==> src/trig_pkg.sv <==
package trig_pkg;

   localparam int CYCLE_W     = 6;
   localparam int MT_W        = 14;
   localparam int MSG_BUFS    = 128;
   localparam int MRAM_BYTES  = 8192;
   localparam int BUF_IDX_W   = 7;
   localparam int CYCLE_MASK_W = 6;

   localparam logic [MT_W-1:0]    MT_RESET    = 14'h0000;
   localparam logic [CYCLE_W-1:0] CYCLE_RESET = 6'h00;

   // Stop-watch source select encoding
   typedef enum logic [1:0] {
      SW_SRC_SOFT = 2'b00,
      SW_SRC_IRQ0 = 2'b01,
      SW_SRC_IRQ1 = 2'b10,
      SW_SRC_EXT  = 2'b11
   } sw_src_t;

   typedef enum logic [1:0] {
      IB_FILL_REQ  = 2'b00,
      IB_WAIT_DONE = 2'b01,
      IB_TRANSFER  = 2'b10
   } ib_state_t;

   typedef struct packed {
      logic                    run;
      logic                    continuous;
      logic [CYCLE_MASK_W-1:0] cycle_code;
      logic [MT_W-1:0]         mt_offset;
   } tz_cfg_t;

   typedef struct packed {
      logic [CYCLE_W-1:0] cycle;
      logic [MT_W-1:0]    macrotick;
   } cycle_time_t;

endpackage : trig_pkg

==> src/stop_watch.sv <==
`timescale 1ns/1ps
module stop_watch (
   input  wire logic                  i_core_clk,
   input  wire logic                  i_rst_n,
   input  wire trig_pkg::sw_src_t     i_src_sel,
   input  wire logic                  i_soft_trig,
   input  wire logic                  i_irq_line_zero,
   input  wire logic                  i_irq_line_one,
   input  wire logic                  i_ext_trig,
   input  wire trig_pkg::cycle_time_t i_now,
   output trig_pkg::cycle_time_t      o_stamp,
   output logic                       o_captured
);
   import trig_pkg::*;

   logic irq0_q;
   logic irq1_q;
   logic fire;

   // Interrupt lines are levels; only a rising edge counts as an event
   always_comb begin
      case (i_src_sel)
         SW_SRC_SOFT: fire = i_soft_trig;
         SW_SRC_IRQ0: fire = i_irq_line_zero & ~irq0_q;
         SW_SRC_IRQ1: fire = i_irq_line_one & ~irq1_q;
         default:     fire = i_ext_trig;
      endcase
   end // [RULE6]

   always_ff @(posedge i_core_clk) begin
      if (!i_rst_n) begin
         irq0_q <= 1'b0;
         irq1_q <= 1'b0;
      end else begin
         irq0_q <= i_irq_line_zero;
         irq1_q <= i_irq_line_one;
      end
   end

   always_ff @(posedge i_core_clk) begin
      if (!i_rst_n) begin
         o_stamp    <= '0;
         o_captured <= 1'b0;
      end else begin
         o_captured <= fire;
         if (fire) begin
            o_stamp <= i_now; // [RULE7] [RULE19]
         end
      end
   end

   chk_sw_capture: assert property (@(posedge i_core_clk) disable iff (!i_rst_n) // [RULE7]
      fire |=> (o_stamp == $past(i_now)) && o_captured)
      else $error("stop-watch did not store time");

endmodule // stop_watch

==> src/comm_controller_trigger_unit.sv <==
`timescale 1ns/1ps
// Summary of operation
// RULE1: one pulse per timer-zero interrupt assertion
// RULE2: timer zero compares absolute macrotick
// RULE3: start/stop, single-shot or continuous mode
// RULE4: cycle-qualified; raises interrupt and trigger
// RULE5: expiry point is macrotick offset
// RULE6: stop-watch from soft, irq0, irq1, external
// RULE7: capture cycle number and macrotick
// RULE8: fill request asks DMA for message
// RULE9: command-done input means request written
// RULE10: software gives first command-done trigger
// RULE11: DMA chains second channel via mux
// RULE12: second channel asserts command-done
// RULE13: second channel interrupts application
// RULE14: input/output staging buffers hold messages
// RULE15: 128 buffers in 8 KB message RAM
// RULE16: command moves staging into message buffer
// RULE17: re-request fill once staging is free
// RULE18: trigger pulse is one clock wide
// RULE19: new capture overwrites old stamp
module comm_controller_trigger_unit #(
   parameter int XFER_CYCLES = 4
)(
   input  wire logic                           i_core_clk,
   input  wire logic                           i_rst_n,
   input  wire trig_pkg::cycle_time_t          i_now,
   input  wire trig_pkg::tz_cfg_t              i_tz_cfg,
   input  wire logic                           i_tz_irq_clear,
   input  wire trig_pkg::sw_src_t              i_sw_src_sel,
   input  wire logic                           i_sw_soft_trig,
   input  wire logic                           i_irq_line_zero,
   input  wire logic                           i_irq_line_one,
   input  wire logic                           i_sw_ext_trig,
   input  wire logic                           i_inbuf_cmd_done_in,
   input  wire logic [trig_pkg::BUF_IDX_W-1:0] i_inbuf_target,
   output logic                                o_timer_zero_pulse_out,
   output logic                                o_tz_irq,
   output logic                                o_tz_running,
   output trig_pkg::cycle_time_t               o_sw_stamp,
   output logic                                o_sw_captured,
   output logic                                o_inbuf_fill_req_out,
   output logic                                o_mram_write,
   output logic [trig_pkg::BUF_IDX_W-1:0]      o_mram_buf_idx
);
   import trig_pkg::*;

   localparam int XFER_W = $clog2(XFER_CYCLES + 1);

   logic                 armed_q;
   logic                 run_q;
   logic                 tz_hit;
   logic                 mt_match;
   logic                 mt_match_q;
   logic                 cycle_ok;
   logic                 irq_set;
   ib_state_t            ib_state_q;
   logic [XFER_W-1:0]    xfer_cnt_q;

   // Cycle code: every bit set in the code must also be set in the cycle number.
   // A code of zero selects every cycle.
   always_comb begin
      cycle_ok = ((i_now.cycle & i_tz_cfg.cycle_code) ==
                  (i_tz_cfg.cycle_code & {CYCLE_W{1'b1}})) | (i_tz_cfg.cycle_code == '0);
   end // [RULE4]

   // Macrotick holds for several clocks; only the first clock of a match is a hit
   assign mt_match = (i_now.macrotick == i_tz_cfg.mt_offset); // [RULE2] [RULE5]

   always_ff @(posedge i_core_clk) begin
      if (!i_rst_n) begin
         mt_match_q <= 1'b0;
      end else begin
         mt_match_q <= mt_match;
      end
   end

   // Absolute compare against macrotick within cycle
   assign tz_hit  = run_q && armed_q && cycle_ok && mt_match && !mt_match_q; // [RULE2] [RULE5]
   assign irq_set = tz_hit && !o_tz_irq;

   always_ff @(posedge i_core_clk) begin
      if (!i_rst_n) begin
         run_q   <= 1'b0;
         armed_q <= 1'b0;
      end else begin
         run_q <= i_tz_cfg.run; // [RULE3]
         if (!i_tz_cfg.run) begin
            armed_q <= 1'b1;
         end else if (tz_hit && !i_tz_cfg.continuous) begin
            armed_q <= 1'b0; // [RULE3]
         end
      end
   end

   // Sticky interrupt; a hit in the clear cycle wins
   always_ff @(posedge i_core_clk) begin
      if (!i_rst_n) begin
         o_tz_irq <= 1'b0;
      end else if (tz_hit) begin
         o_tz_irq <= 1'b1; // [RULE4]
      end else if (i_tz_irq_clear) begin
         o_tz_irq <= 1'b0;
      end
   end

   // Pulse on interrupt becoming asserted or on a hit in the clear cycle, a single clock wide
   always_ff @(posedge i_core_clk) begin
      if (!i_rst_n) begin
         o_timer_zero_pulse_out <= 1'b0;
      end else begin
         o_timer_zero_pulse_out <= irq_set || (tz_hit && i_tz_irq_clear); // [RULE1] [RULE18]
      end
   end

   always_ff @(posedge i_core_clk) begin
      if (!i_rst_n) begin
         o_tz_running <= 1'b0;
      end else begin
         o_tz_running <= run_q && armed_q;
      end
   end

   stop_watch u_stop_watch (
      .i_core_clk      (i_core_clk),
      .i_rst_n         (i_rst_n),
      .i_src_sel       (i_sw_src_sel),
      .i_soft_trig     (i_sw_soft_trig),
      .i_irq_line_zero (i_irq_line_zero),
      .i_irq_line_one  (i_irq_line_one),
      .i_ext_trig      (i_sw_ext_trig),
      .i_now           (i_now),
      .o_stamp         (o_sw_stamp),
      .o_captured      (o_sw_captured)
   ); // [RULE6] [RULE7]

   // Input staging handshake. The first command-done comes from software, so
   // the fill request is idle until then; a transfer into the message RAM
   // blocks the next request until the staging buffer is free.
   always_ff @(posedge i_core_clk) begin
      if (!i_rst_n) begin
         ib_state_q           <= IB_WAIT_DONE;
         o_inbuf_fill_req_out <= 1'b0;
         o_mram_write         <= 1'b0;
         o_mram_buf_idx       <= '0;
         xfer_cnt_q           <= '0;
      end else begin
         o_inbuf_fill_req_out <= 1'b0;
         o_mram_write         <= 1'b0;
         case (ib_state_q)
            IB_FILL_REQ: begin
               o_inbuf_fill_req_out <= 1'b1; // [RULE8]
               ib_state_q           <= IB_WAIT_DONE;
            end
            IB_WAIT_DONE: begin
               if (i_inbuf_cmd_done_in) begin // [RULE9] [RULE10] [RULE12]
                  o_mram_write   <= 1'b1; // [RULE14] [RULE16]
                  o_mram_buf_idx <= i_inbuf_target; // [RULE15]
                  xfer_cnt_q     <= XFER_W'(XFER_CYCLES);
                  ib_state_q     <= IB_TRANSFER;
               end
            end
            IB_TRANSFER: begin
               if (xfer_cnt_q <= XFER_W'(1)) begin
                  ib_state_q <= IB_FILL_REQ; // [RULE17]
               end else begin
                  xfer_cnt_q <= xfer_cnt_q - XFER_W'(1);
               end
            end
            default: ib_state_q <= IB_WAIT_DONE;
         endcase
      end
   end

   chk_tz_pulse_width: assert property (@(posedge i_core_clk) disable iff (!i_rst_n) // [RULE18]
      o_timer_zero_pulse_out |=> !o_timer_zero_pulse_out)
      else $error("timer-zero pulse wider than one cycle");

   chk_tz_pulse_cause: assert property (@(posedge i_core_clk) disable iff (!i_rst_n) // [RULE1]
      tz_hit && !o_tz_irq |=> o_timer_zero_pulse_out && o_tz_irq)
      else $error("missing timer-zero pulse");

   chk_tz_no_spurious: assert property (@(posedge i_core_clk) disable iff (!i_rst_n) // [RULE1]
      $rose(o_timer_zero_pulse_out) |-> $past(tz_hit))
      else $error("pulse without timer hit");

   chk_tz_offset_match: assert property (@(posedge i_core_clk) disable iff (!i_rst_n) // [RULE5]
      tz_hit |-> i_now.macrotick == i_tz_cfg.mt_offset)
      else $error("hit away from offset");

   chk_tz_single_shot: assert property (@(posedge i_core_clk) disable iff (!i_rst_n) // [RULE3]
      tz_hit && !i_tz_cfg.continuous && i_tz_cfg.run |=> !armed_q)
      else $error("single-shot timer rearmed");

   chk_tz_stopped: assert property (@(posedge i_core_clk) disable iff (!i_rst_n) // [RULE3]
      !run_q |-> !tz_hit)
      else $error("stopped timer fired");

   chk_fill_after_done: assert property (@(posedge i_core_clk) disable iff (!i_rst_n) // [RULE17]
      ib_state_q == IB_WAIT_DONE && i_inbuf_cmd_done_in |-> ##[2:40] o_inbuf_fill_req_out)
      else $error("fill request not reissued");

   chk_fill_pulse: assert property (@(posedge i_core_clk) disable iff (!i_rst_n) // [RULE8]
      o_inbuf_fill_req_out |=> !o_inbuf_fill_req_out)
      else $error("fill request stuck");

   chk_mram_move: assert property (@(posedge i_core_clk) disable iff (!i_rst_n) // [RULE16]
      ib_state_q == IB_WAIT_DONE && i_inbuf_cmd_done_in |=> o_mram_write && o_mram_buf_idx == $past(i_inbuf_target))
      else $error("staging not moved");

   chk_tz_irq_hold: assert property (@(posedge i_core_clk) disable iff (!i_rst_n) // [RULE4]
      o_tz_irq && !i_tz_irq_clear |=> o_tz_irq)
      else $error("timer-zero interrupt dropped without clear");

   chk_tz_run_gate: assert property (@(posedge i_core_clk) disable iff (!i_rst_n) // [RULE3]
      !i_tz_cfg.run |=> ##1 !o_tz_running)
      else $error("stopped timer still running");

   chk_mram_on_done: assert property (@(posedge i_core_clk) disable iff (!i_rst_n) // [RULE9]
      o_mram_write |-> $past(i_inbuf_cmd_done_in))
      else $error("message move without command done");

   chk_no_fill_xfer: assert property (@(posedge i_core_clk) disable iff (!i_rst_n) // [RULE17]
      ib_state_q == IB_TRANSFER |-> !o_inbuf_fill_req_out)
      else $error("fill request while staging busy");

endmodule // comm_controller_trigger_unit

==> config.mk <==
export PLATFORM = sky130hd
export DESIGN_NAME = comm_controller_trigger_unit
export DESIGN_NICKNAME = d
export VERILOG_FILES = /design/src/trig_pkg.sv /design/src/stop_watch.sv /design/src/comm_controller_trigger_unit.sv
export SDC_FILE = /design/constraint.sdc
export NUM_CORES = 1
export LEC_CHECK = 0
export BUFFER_PORTS_ARGS = -buffer_cell sky130_fd_sc_hd__buf_4
export CORE_MARGIN = 2
export CORE_UTILIZATION = 49
export DETAILED_ROUTE_END_ITERATION = 10
export GPL_TIMING_DRIVEN = 0
export MAX_ROUTING_LAYER = met4
export PLACE_DENSITY = 0.94
export SYNTH_ARGS = -nofsm -noshare
export SYNTH_HDL_FRONTEND = slang
export SYNTH_SLANG_ARGS = --single-unit
export TNS_END_PERCENT = 30
==> constraint.sdc <==
create_clock -name i_core_clk -period 4 [get_ports i_core_clk]
set_input_delay 0.8 -clock i_core_clk [delete_from_list [all_inputs] [get_ports i_core_clk]]
set_output_delay 0.8 -clock i_core_clk [all_outputs]
set_load 0.05 [all_outputs]
=== Word-level counts from Yosys, hierarchy flattened ===
Cells that the tools add are included.

* Register bits: 43
* Input bits: 59
* Output and inout bits: 33

* $add $sub $neg: 1
* Order comparisons: 1
* Equality and inequality tests: 10
* Multiplexer cells: 13
* Bitwise logic cells: 6
* Reduce and logical (&&, ||, !) cells: 20

{| class="wikitable"
|+ Operators with widths
! cell !! number
|-
| $eq 14x14->1 || 1
|-
| $logic_and 1x1->1 || 7
|-
| $and 6x6->6 || 1
|-
| $eq 6x6->1 || 1
|-
| $logic_not 6->1 || 1
|-
| $mux 1 || 6
|-
| $mux 3 || 2
|-
| $ne 2x2->1 const B || 3
|-
| $pmux 3 s2 || 1
|-
| $reduce_and 2->1 || 3
|-
| $eq 2x1->1 const B || 2
|-
| $eq 2x2->1 const B || 2
|-
| $logic_not 2->1 || 2
|-
| $mux 2 || 2
|-
| $pmux 2 s2 || 1
|-
| $reduce_bool 2->1 || 2
|-
| $le 3x1->1 const B || 1
|-
| $logic_not 1->1 || 3
|-
| $pmux 1 s3 || 1
|-
| $reduce_and 3->1 || 1
|-
| $sub 3x1->3 const B || 1
|-
| $and 1x1->1 || 2
|-
| $ne 2x1->1 const B || 1
|-
| $not 1->1 || 2
|-
| 2 further kinds || 2
|}

=== Logic depth before layout (Yosys ltp) ===
Gate-level depths: netlist of the first run.

* Word-level depth: 9
* Gate-level depth with buffers: 6
* Mapped depth without buffers: 6

=== By module ===
From an unflattened synthesis of the first run, not the netlist that was laid out.

* Cell total of the unflattened synthesis: 220
* Area, all modules: 1,960.6 um^2

{| class="wikitable"
|+ Modules (own cells, without submodules)
! module !! instances !! cells an instance !! area an instance (um^2) !! seq. area each (um^2)
|-
| comm_controller_trigger_unit || 1 || 124 || 1,064.8 || 400.4
|-
| stop_watch || 1 || 96 || 895.9 || 460.4
|}

=== Worst setup path before layout of the first run ===
OpenSTA, ideal clock, no wires.

* Path kind: input -> register
* Start: input i_tz_cfg[18] (netlist name)
* End: register o_timer_zero_pulse_out
* Setup time: 100 ps
* Data arrival time: 1,842 ps
* Required time: 3,900 ps
* Slack: 2,058 ps
* Stages: 4
* Path through: nor2b_1 > or4_4 > or2_4 > a2111oi_4

* Cells in the longest elaborated chain, start to end: 8
* Elaborated cells between the ends (all ways): 10
* Classes of those cells: eq/ne (1); bitwise (2); reduce/logical (7)

{| class="wikitable"
|+ Ends and longest elaborated chain
! element !! line !! text
|-
| start, declared || comm_controller_trigger_unit.sv:28 || <nowiki>input wire trig_pkg::tz_cfg_t i_tz_cfg,</nowiki>
|-
| $and 6x6->6 || comm_controller_trigger_unit.sv:63 || <nowiki>cycle_ok = ((i_now.cycle & i_tz_cfg.cycle_code) ==</nowiki>
|-
| $eq 6x6->1 || comm_controller_trigger_unit.sv:63 ||
|-
| $or 1x1->1 * || comm_controller_trigger_unit.sv:64 || <nowiki>(i_tz_cfg.cycle_code & {CYCLE_W{1'b1}})) | (i_tz_cfg.cycle_code == '0);</nowiki>
|-
| $logic_and 1x1->1 * (3 in series) || comm_controller_trigger_unit.sv:79 || <nowiki>assign tz_hit = run_q && armed_q && cycle_ok && mt_match && !mt_match_q;</nowiki>
|-
| $logic_and 1x1->1, on equally long branches || comm_controller_trigger_unit.sv:80, comm_controller_trigger_unit.sv:112 ||
|-
| $logic_or 1x1->1 * || comm_controller_trigger_unit.sv:112 || <nowiki>o_timer_zero_pulse_out <= irq_set || (tz_hit && i_tz_irq_clear);</nowiki>
|-
| end signal, assigned || comm_controller_trigger_unit.sv:112 ||
|-
| end, declared || comm_controller_trigger_unit.sv:37 || <nowiki>output logic o_timer_zero_pulse_out,</nowiki>
|}

Every way passes the cells marked *; elsewhere a longest branch is shown, timed or not.
A chain may end at the register's enable or synchronous reset.

=== Worst setup path after layout of the first run ===
* Start: input i_now[10] (netlist name)
* End: register o_timer_zero_pulse_out

* Cells in the longest elaborated chain, start to end: 5
* Elaborated cells between the ends (all ways): 6
* Classes of those cells: eq/ne (1); reduce/logical (5)

{| class="wikitable"
|+ Ends and longest elaborated chain
! element !! line !! text
|-
| start, declared || comm_controller_trigger_unit.sv:27 || <nowiki>input wire trig_pkg::cycle_time_t i_now,</nowiki>
|-
| $eq 14x14->1 * || comm_controller_trigger_unit.sv:68 || <nowiki>assign mt_match = (i_now.macrotick == i_tz_cfg.mt_offset);</nowiki>
|-
| $logic_and 1x1->1 * (2 in series) || comm_controller_trigger_unit.sv:79 ||
|-
| $logic_and 1x1->1, on equally long branches || comm_controller_trigger_unit.sv:80, comm_controller_trigger_unit.sv:112 ||
|-
| $logic_or 1x1->1 * || comm_controller_trigger_unit.sv:112 ||
|}

Marks and branches as above.

==> results of run 1 <==
registers in the layout, summed over array words and instances (netlist names), 2 cells and up:
name                  count
o_mram_buf_idx            7
ib_state_q                2
u_stop_watch.o_stamp     20
xfer_cnt_q                3
layer usage:
layer,vias up,track usage (%),wire length (um)
met4,0,6.89,47
met2,58,40.6,2590
met1,797,24.8,1910
met3,6,6.30,286
li1,860,-,-
met5,-,-,0
worst max path at each step:
stage	from	to	slack [ns]	cells past startpoint
after floorplan	i_tz_cfg[18]	o_timer_zero_pulse_out	2.06	4
after global placement	i_now[8]	o_timer_zero_pulse_out	1.86	5
after detailed placement	i_rst_n	o_mram_buf_idx[4]	1.81	4
after CTS	i_rst_n	o_mram_buf_idx[4]	2.11	4
after global routing	i_rst_n	o_mram_buf_idx[4]	2.02	4
final	i_now[10]	o_timer_zero_pulse_out	2.12	5
power by group through the flow:
stage	registers [mW]	logic, mW	clock network [mW]
2_1_floorplan	0.634	0.187	0
3_3_place_gp	0.520	0.437	0
3_5_place_dp	0.523	0.458	0
4_1_cts	0.513	0.459	0.302
5_1_grt	0.521	0.493	0.319
6_report	0.514	0.456	0.297
stage by stage:
step	setup WS, ns	util, %	hold slack, ns	instance area [um^2]	power [mW]
after global routing	2.02	74.2	0.478	2740	1.33
after CTS	2.11	74.2	0.461	2740	1.27
final	2.12	74.2	0.458	2740	1.27
after detailed placement	1.81	71.4	0.451	2640	0.980
after floorplan	2.06	-	0.426	1900	0.821
after global placement	1.86	71.4	0.445	2640	0.957
worst register-to-register path, stage by stage (launching register included):
cell and delay [ns]:
dfxtp_1 0.33, inv_1 0.09, ha_1 0.26, nor2b_1 0.39, nor2_1 0.14, o211a_1 0.23
logic make-up after synthesis:
family                     Yosys count
AOI/OAI and AO/OA                   23
xor gates and xnor gates            14
adders and majority gates            6
buffers and inverters               14
DFF                                 43
muxes                               22
and+or+nand+nor                     76
synth_stat cells, types with 4 or more instances:
cell      count  area [um^2]
clkbuf_1      5         18.8
dfxtp_1      43          861
nor4_1        4         25.0
inv_1         6         22.5
ha_1          6         75.1
o21ai_0       4         20.0
and2_1        5         31.3
mux2i_1      21          210
xor2_1       14          123
nor2_1       29          109
a21oi_1      10         50.1
nor2b_1       9         56.3
nand2_1      17         63.8
area by class of cell:
type                            count  area (um^2)
Clock buffer                        8          100
Sequential cell                    43          861
Buffer                              7         41.3
Tap cell                           48         60.1
Inverter                            7         26.3
Fill cell                         300          953
Timing Repair Buffer               90          676
Multi-Input combinational cell    141          971
==> flow_summary.toml, run 1 <==
[clock_network]
cts_setup_buffers = 0
htreeDepth = 2
clkTransAtPathRegs_ns = 0.07
cts_hold_buffers = 0
clock_sinks = 43
cts_tree = "done"
cts.path.max_buffers = 2
numCtsBuffers = 5
clk-insertion-delay-late_ns = 0.29
cts_root_buf = "clkbuf_8"
postCtsResizedCells = 0

[power]
power_density_nw_per_um2 = 463
p_sw_mw = 0.452
cellLeakagePower_nw = 1.29
vdd_drop_max_uv = 400
seq_power_share_pct = 40.6
pwr-share-comb_pct = 36.0
sw_frac_of_total_pct = 35.7
p_clk_share_pct = 23.4
cell_internal_pwr_mw = 0.815

[setup_path]
critical_path_required_ns = 4.20
cp_top_family = "simple AND/OR/NAND/NOR gates"
crit_path_max_incr_delay_ns = 0.40
arrival_ns = 2.08
critPathSlowestCell = "nor4_1"
cp_cell_sequence = "buf_4 -> xor2_1 -> nor4_1 -> nand4_1 -> a2111oi_4"
cp-end-kind = "register"
start_kind = "primary input"
ff2ff_setup_slack_ns = 2.45
critPathKind = "in2reg"
critPathMaxFanout = 2
worst-path-buf-inv = 1
reg2reg_to = "xfer_cnt_q[2]"
r2r_start = "ib_state_q[1]"
worstRegToRegCells = 5

[synth]
synth_top_family_by_area = "simple AND/OR/NAND/NOR gates"
synth.yosys.seq_area_share_pct = 45.3
synth_edf_count = 0
syn_area_um2 = 1900
synth_cells = 198
synth_ff_type = "dfxtp_1"
synth-xor-area-share_pct = 6.46
synth.distinct_cells = 36
syn_avg_cell_area_um2 = 9.59
synth_compound_area_share_pct = 8.63
syn-num-nets = 263
synthSimpleGateAreaFrac_pct = 19.8
synth_fa_ha_area_share_pct = 3.95
yosys_warnings = 0
muxShareOfSynthArea_pct = 12.3
synthArstFlopShare_pct = 0
ys_ff_latch = 43

[sta]
fin_crit_ns = 1.88
setup_viol = 0
hold_viol = 0
drv_slew = 0
slew_headroom_pct = 67.2
finalSetupTns_ns = 0
rsz0062_at_grt = "no"
final.setup_skew_ns = 0.00454
max_clock_freq_ghz = 0.531
fin_crit_sh_pct = 47.1
tightest_slew_ns = 0.492

[route]
via_count = 1721
wire_per_inst_um = 14.1
drc_errors = 0
via_per_inst = 5.00
totalWireLength_um = 4840
drtPass1Iterations = 4
drtIter0Drc = 80
ant_nets = 0

[hold_path]
min_from = "run_q"
holdPathStages = 2
holdPathEnd = "o_tz_running"
hold_class = "reg2reg"

[global_routing]
grt_start_max_net_pins = 13
grt_usage_pct = 22.9
grt_pass1_wl_um = 7410
grt_overflow = 0
antenna_found_initial = 0
grt_pass1_vias = 1705

[placement]
dp_cells = 336
io_buffers = 90
routabilityCongestion = 0.798
dp_hpwl_um = 3850

[floorplanning]
dieArea_um2 = 4390
die_h_um = 66.3
fp-row-count = 22
design.portCount = 92
die_x_um = 66.3
start_util_pct = 51.5
coreArea_um2 = 3690

[cells_and_area]
final_common_cell = "buf_4"
nets = 360
area_growth_pct = 44.0
stdcell_count = 344
drive_gt1_share_pct = 35.8
layout_common_cells = "buf_4, dfxtp_1, nor2_1, mux2i_1, nand2_1"
diodes = 0

[outcome]
status = "finished clean"

[run]
max_cap_violations = 0
Note: power is estimated with default switching activity, not from simulation.
==> inputs of run 2 (changes only) <==
CORE_UTILIZATION = 45   (was 49)
PLACE_DENSITY = 0.88   (was 0.94)
clock period = 1.95 ns   (was 4 ns; I/O delays follow)
==> run 2 against run 1 <==
Compared with the run above: die area is 8.3% higher; final area is 0.87% higher; clock skew is 0.0030 ns higher; critical path depth is 1 lower; utilization is 5.7 points lower; clock-buffer cell count is 2 lower; combinational power is 100% higher; via count is 0.46% lower; sequential power is 100% higher; sequential share of layout area is 0.27 points lower; first-iteration DRC count is 35% lower; wire length is 1.3% higher.
==> flow_summary.toml, run 2 (same netlist as run 1, synthesis figures left out) <==
[clock_network]
cts.path.max_buffers = 2
clk-insertion-delay-late_ns = 0.31
cts_hold_buffers = 0
cts_tree = "done"
clock_sinks = 43
numCtsBuffers = 5
clkTransAtPathRegs_ns = 0.09
cts_root_buf = "clkbuf_8"
htreeDepth = 2
cts_setup_buffers = 0
postCtsResizedCells = 0

[global_routing]
grt_start_max_net_pins = 15
grt_usage_pct = 21.0
grt_overflow = 0
grt_pass1_wl_um = 7050
grt_pass1_vias = 1538
antenna_found_initial = 0

[placement]
pre_cts_ws_ns = 0.192
dp_hpwl_um = 3690
routabilityCongestion = 0.811
io_buffers = 90

[sta]
fin_crit_sh_pct = 76.9
final.setup_skew_ns = 0.00750
finalSetupTns_ns = 0
tightest_slew_ns = 0.509
hold_viol = 0
max_clock_freq_ghz = 0.667
slew_headroom_pct = 66.1
setup_viol = 0
fin_ws_ns = 0.451
drv_slew = 0
rsz0062_at_grt = "no"
fin_crit_ns = 1.50

[run]
max_cap_violations = 0

[setup_path]
critPathSlowestCell = "or4_4"
critPathKind = "reg2reg"
cp_top_family = "simple AND/OR/NAND/NOR gates"
critical_path_required_ns = 2.16
ff2ff_setup_slack_ns = 0.45
arrival_ns = 1.71
worst-path-buf-inv = 0
start_kind = "register"
cp-end-kind = "register"
worstRegToRegCells = 4
cp_cell_sequence = "nand2_1 -> or4_4 -> or2_4 -> a2111oi_4"
critPathMaxFanout = 3
reg2reg_to = "o_timer_zero_pulse_out"
r2r_start = "armed_q"
crit_path_max_incr_delay_ns = 0.55

[floorplanning]
die_h_um = 69.0
start_util_pct = 47.1
fp-row-count = 23
design.portCount = 92
dieArea_um2 = 4760
coreArea_um2 = 4030
die_x_um = 69.0

[route]
route.met2.wl_um = 2580
top_layer_used = "met4"
drt-met1-wl_um = 1980
wire_per_inst_um = 14.2
via_count = 1713
drc_errors = 0
drtPass1Iterations = 4
totalWireLength_um = 4900
wl_met3_um = 250
drtIter0Drc = 52
via_per_inst = 4.95
ant_nets = 0

[hold_path]
holdPathStages = 2
hold_class = "in2reg"
min_from = "i_irq_line_one"
holdPathEnd = "u_stop_watch.irq1_q"

[cells_and_area]
final_common_cell = "buf_4"
nets = 360
layout_common_cells = "buf_4, dfxtp_1, nor2_1, mux2i_1, nand2_1"
diodes = 0
drive_gt1_share_pct = 36.1
largestRegisters = "u_stop_watch.o_stamp x20, o_mram_buf_idx x7, xfer_cnt_q x3"
top_register = "u_stop_watch.o_stamp"
area_growth_pct = 45.3
largest_register_ffs = 20

[outcome]
status = "finished clean"

[power]
power_density_nw_per_um2 = 989
vdd_drop_max_uv = 632
cellLeakagePower_nw = 1.30
run 2: worst reg2reg max path: cells and delay by family (launching register included):
| kind | cells | cell delay (ns) |
|---|---|---|
| AND/OR/NAND/NOR | 3 | 0.89 |
| flip-flops | 1 | 0.34 |
| AO/OA/AOI/OAI | 1 | 0.18 |
run 2: power breakdown:
group,total (mW),switching (mW),internal (mW),leakage [nW]
sequential,1.05,0.0658,0.984,0.354
combinational,0.930,0.565,0.365,0.885
clock,0.748,0.326,0.421,0.0618
run 2: per-layer routing:
metal | global-route usage [%] | up-vias
met3 | 5.36 | 8
li1 | - | 860
met2 | 34.4 | 58
met1 | 24.3 | 787
met5 | - | -
met4 | 9.31 | 0
run 2: area by class of cell:
| class | count | area (um^2) |
|---|---|---|
| Inverter | 7 | 26.3 |
| Buffer | 7 | 41.3 |
| Clock inverter | 2 | 38.8 |
| Tap cell | 50 | 62.6 |
| Timing Repair Buffer | 90 | 676 |
| Fill cell | 328 | 1270 |
| Sequential cell | 43 | 861 |
| Clock buffer | 6 | 82.6 |
| Multi-Input combinational cell | 141 | 971 |
run 2: worst max-delay path by stage:
stage / depth (start not counted) / from / endpoint
4_1_cts: 6 / xfer_cnt_q[1] / ib_state_q[0]
6_report: 4 / armed_q / o_timer_zero_pulse_out
3_5_place_dp: 5 / i_now[8] / o_timer_zero_pulse_out
5_1_grt: 4 / i_rst_n / o_mram_buf_idx[4]
2_1_floorplan: 4 / i_tz_cfg[18] / o_timer_zero_pulse_out
3_3_place_gp: 5 / i_now[8] / o_timer_zero_pulse_out
run 2: through the flow:
step	hold slack [ns]	cells	utilization [%]	total power, mW	area, um^2
5_1_grt	0.292	346	68.5	2.86	2760
4_1_cts	0.296	346	68.5	2.74	2760
2_1_floorplan	0.426	198	-	1.68	1900
3_5_place_dp	0.448	338	65.5	1.99	2640
3_3_place_gp	0.443	338	65.5	1.97	2640
6_report	0.291	346	68.5	2.73	2760
==> inputs of run 3 (changes only) <==
CORE_UTILIZATION = 41   (was 45)
PLACE_DENSITY = 0.85   (was 0.88)
clock period = 1.2 ns   (was 1.95 ns; I/O delays follow)
==> run 3 against run 2 <==
Compared with the run above: cell count is 1.2% higher; maximum frequency is 5.9% higher; largest power group unchanged; sequential power is 65% higher; utilization is 4.2 points lower; worst setup slack worse by 0.67 ns; worst hold slack worse by 0.13 ns; wire length is 1.1% lower; the run now ends with setup timing left; final area is 2.9% higher; register-to-register slack worse by 0.67 ns.
==> flow_summary.toml, run 3 (same netlist as run 1, synthesis figures left out) <==
[outcome]
status = "finished, violations left"
violations = "setup timing"

[cells_and_area]
area_growth_pct = 49.4
diodes = 0
final_common_cell = "buf_4"
largestRegisters = "u_stop_watch.o_stamp x20, o_mram_buf_idx x7, xfer_cnt_q x3"
top_register = "u_stop_watch.o_stamp"
post-route-util_pct = 64.3
nets = 363
drive_gt1_share_pct = 43.3
layout_common_cells = "buf_4, dfxtp_1, nor2_1, mux2i_1, nand2_1"
largest_register_ffs = 20

[clock_network]
cts_tree = "done"
cts_root_buf = "clkbuf_8"
htreeDepth = 2
numCtsBuffers = 5
clock_sinks = 43
cts.path.max_buffers = 2
clk-insertion-delay-late_ns = 0.29
clkTransAtPathRegs_ns = 0.07
cts_hold_buffers = 0

[setup_path]
arrival_ns = 1.58
critical_path_required_ns = 1.37
cp-end-kind = "register"
critPathKind = "reg2reg"
critPathMaxFanout = 10
start_kind = "register"
critPathLaunch = "u_stop_watch.irq1_q"
r2r_start = "u_stop_watch.irq1_q"

[sta]
final.setup_skew_ns = 0.00318
drv_slew = 0
rsz0062_at_grt = "yes"
fin_ws_ns = -0.215
fin_crit_sh_pct = 118
max_clock_freq_ghz = 0.707
slew_headroom_pct = 65.8
tightest_slew_ns = 0.513
finalSetupTns_ns = -4.90
fin_crit_ns = 1.42
hold_viol = 0
setup_viol = 37

[route]
drtPass1Iterations = 4
via_count = 1752
drc_errors = 0
totalWireLength_um = 4850
drtIter0Drc = 100
via_per_inst = 5.01
ant_nets = 0
wire_per_inst_um = 13.8

[placement]
io_buffers = 90
routabilityCongestion = 0.823
dp_hpwl_um = 3660
pre_cts_ws_ns = -0.500

[floorplanning]
coreArea_um2 = 4410
die_x_um = 72.1
fp-row-count = 24
die_h_um = 72.1
design.portCount = 92
dieArea_um2 = 5190
start_util_pct = 43.0

[hold_path]
min_from = "i_irq_line_one"
hold_class = "in2reg"

[global_routing]
grt_overflow = 0
antenna_found_initial = 0
grt_pass1_vias = 1710
grt_pass1_wl_um = 7630
grt_usage_pct = 19.6
grt_start_max_net_pins = 13

[power]
cellLeakagePower_nw = 1.32
sw_frac_of_total_pct = 35.9
cell_internal_pwr_mw = 2.75
seq_power_share_pct = 40.4
p_sw_mw = 1.54
pwr-share-comb_pct = 38.1
vdd_drop_max_uv = 944
p_clk_share_pct = 21.4
power_mw = 4.28
power_density_nw_per_um2 = 1510

[run]
max_cap_violations = 0
## run 3: final timing paths
path              slack [ns]  cells past startpoint                  endpoint
hold / removal          0.16                      2       u_stop_watch.irq1_q
hold reg to reg         0.46                      2              o_tz_running
setup / recovery       -0.22                      5  u_stop_watch.o_stamp[10]
setup reg to reg       -0.22                      5  u_stop_watch.o_stamp[10]
## run 3: stage by stage
step | area [um^2] | hold slack (ns) | std cells
floorplan | 1900 | 0.367 | 198
global placement | 2640 | 0.446 | 340
finish | 2840 | 0.159 | 350
global route | 2840 | 0.164 | 350
CTS | 2810 | 0.157 | 350
detailed placement | 2640 | 0.453 | 340
## run 3: routing by layer
metal	up-vias	global-route usage, %	routed length [um]
met5	-	-	0
met4	0	8.81	91
met3	10	4.17	281
met1	805	22.8	1950
li1	867	-	-
met2	70	32.4	2520
## run 3: area by class of cell
class	count	area (um^2)
buffer	7	45.0
clock inverter	1	5.00
sequential	43	871
timing repair buffer	93	702
multi-input combinational	141	1040
clock buffer	6	82.6
fill	374	1580
tap	52	65.1
inverter	7	26.3
## run 3: power by group through the flow
stage	clock, mW	sequential (mW)	combinational, mW
2_1_floorplan	0	2.11	0.623
3_3_place_gp	0	1.73	1.46
3_5_place_dp	0	1.74	1.50
4_1_cts	0.943	1.73	1.63
5_1_grt	1.00	1.75	1.76
6_report	0.917	1.73	1.63
## run 3: repair_timing
| item | in CTS | in global routing |
|---|---|---|
| setup buffers | 3 | 0 |
| pin swaps | 4 | 2 |
| gates resized for setup | 22 | 8 |
| setup endpoints to repair | 40 | 40 |
## run 3: worst max-delay path, cell delays in order (launching register included)
cell     delay (ns)
dfxtp_1        0.31
nor2b_1        0.04
mux4_2         0.51
buf_6          0.19
mux2i_2        0.18
nor2_1         0.05
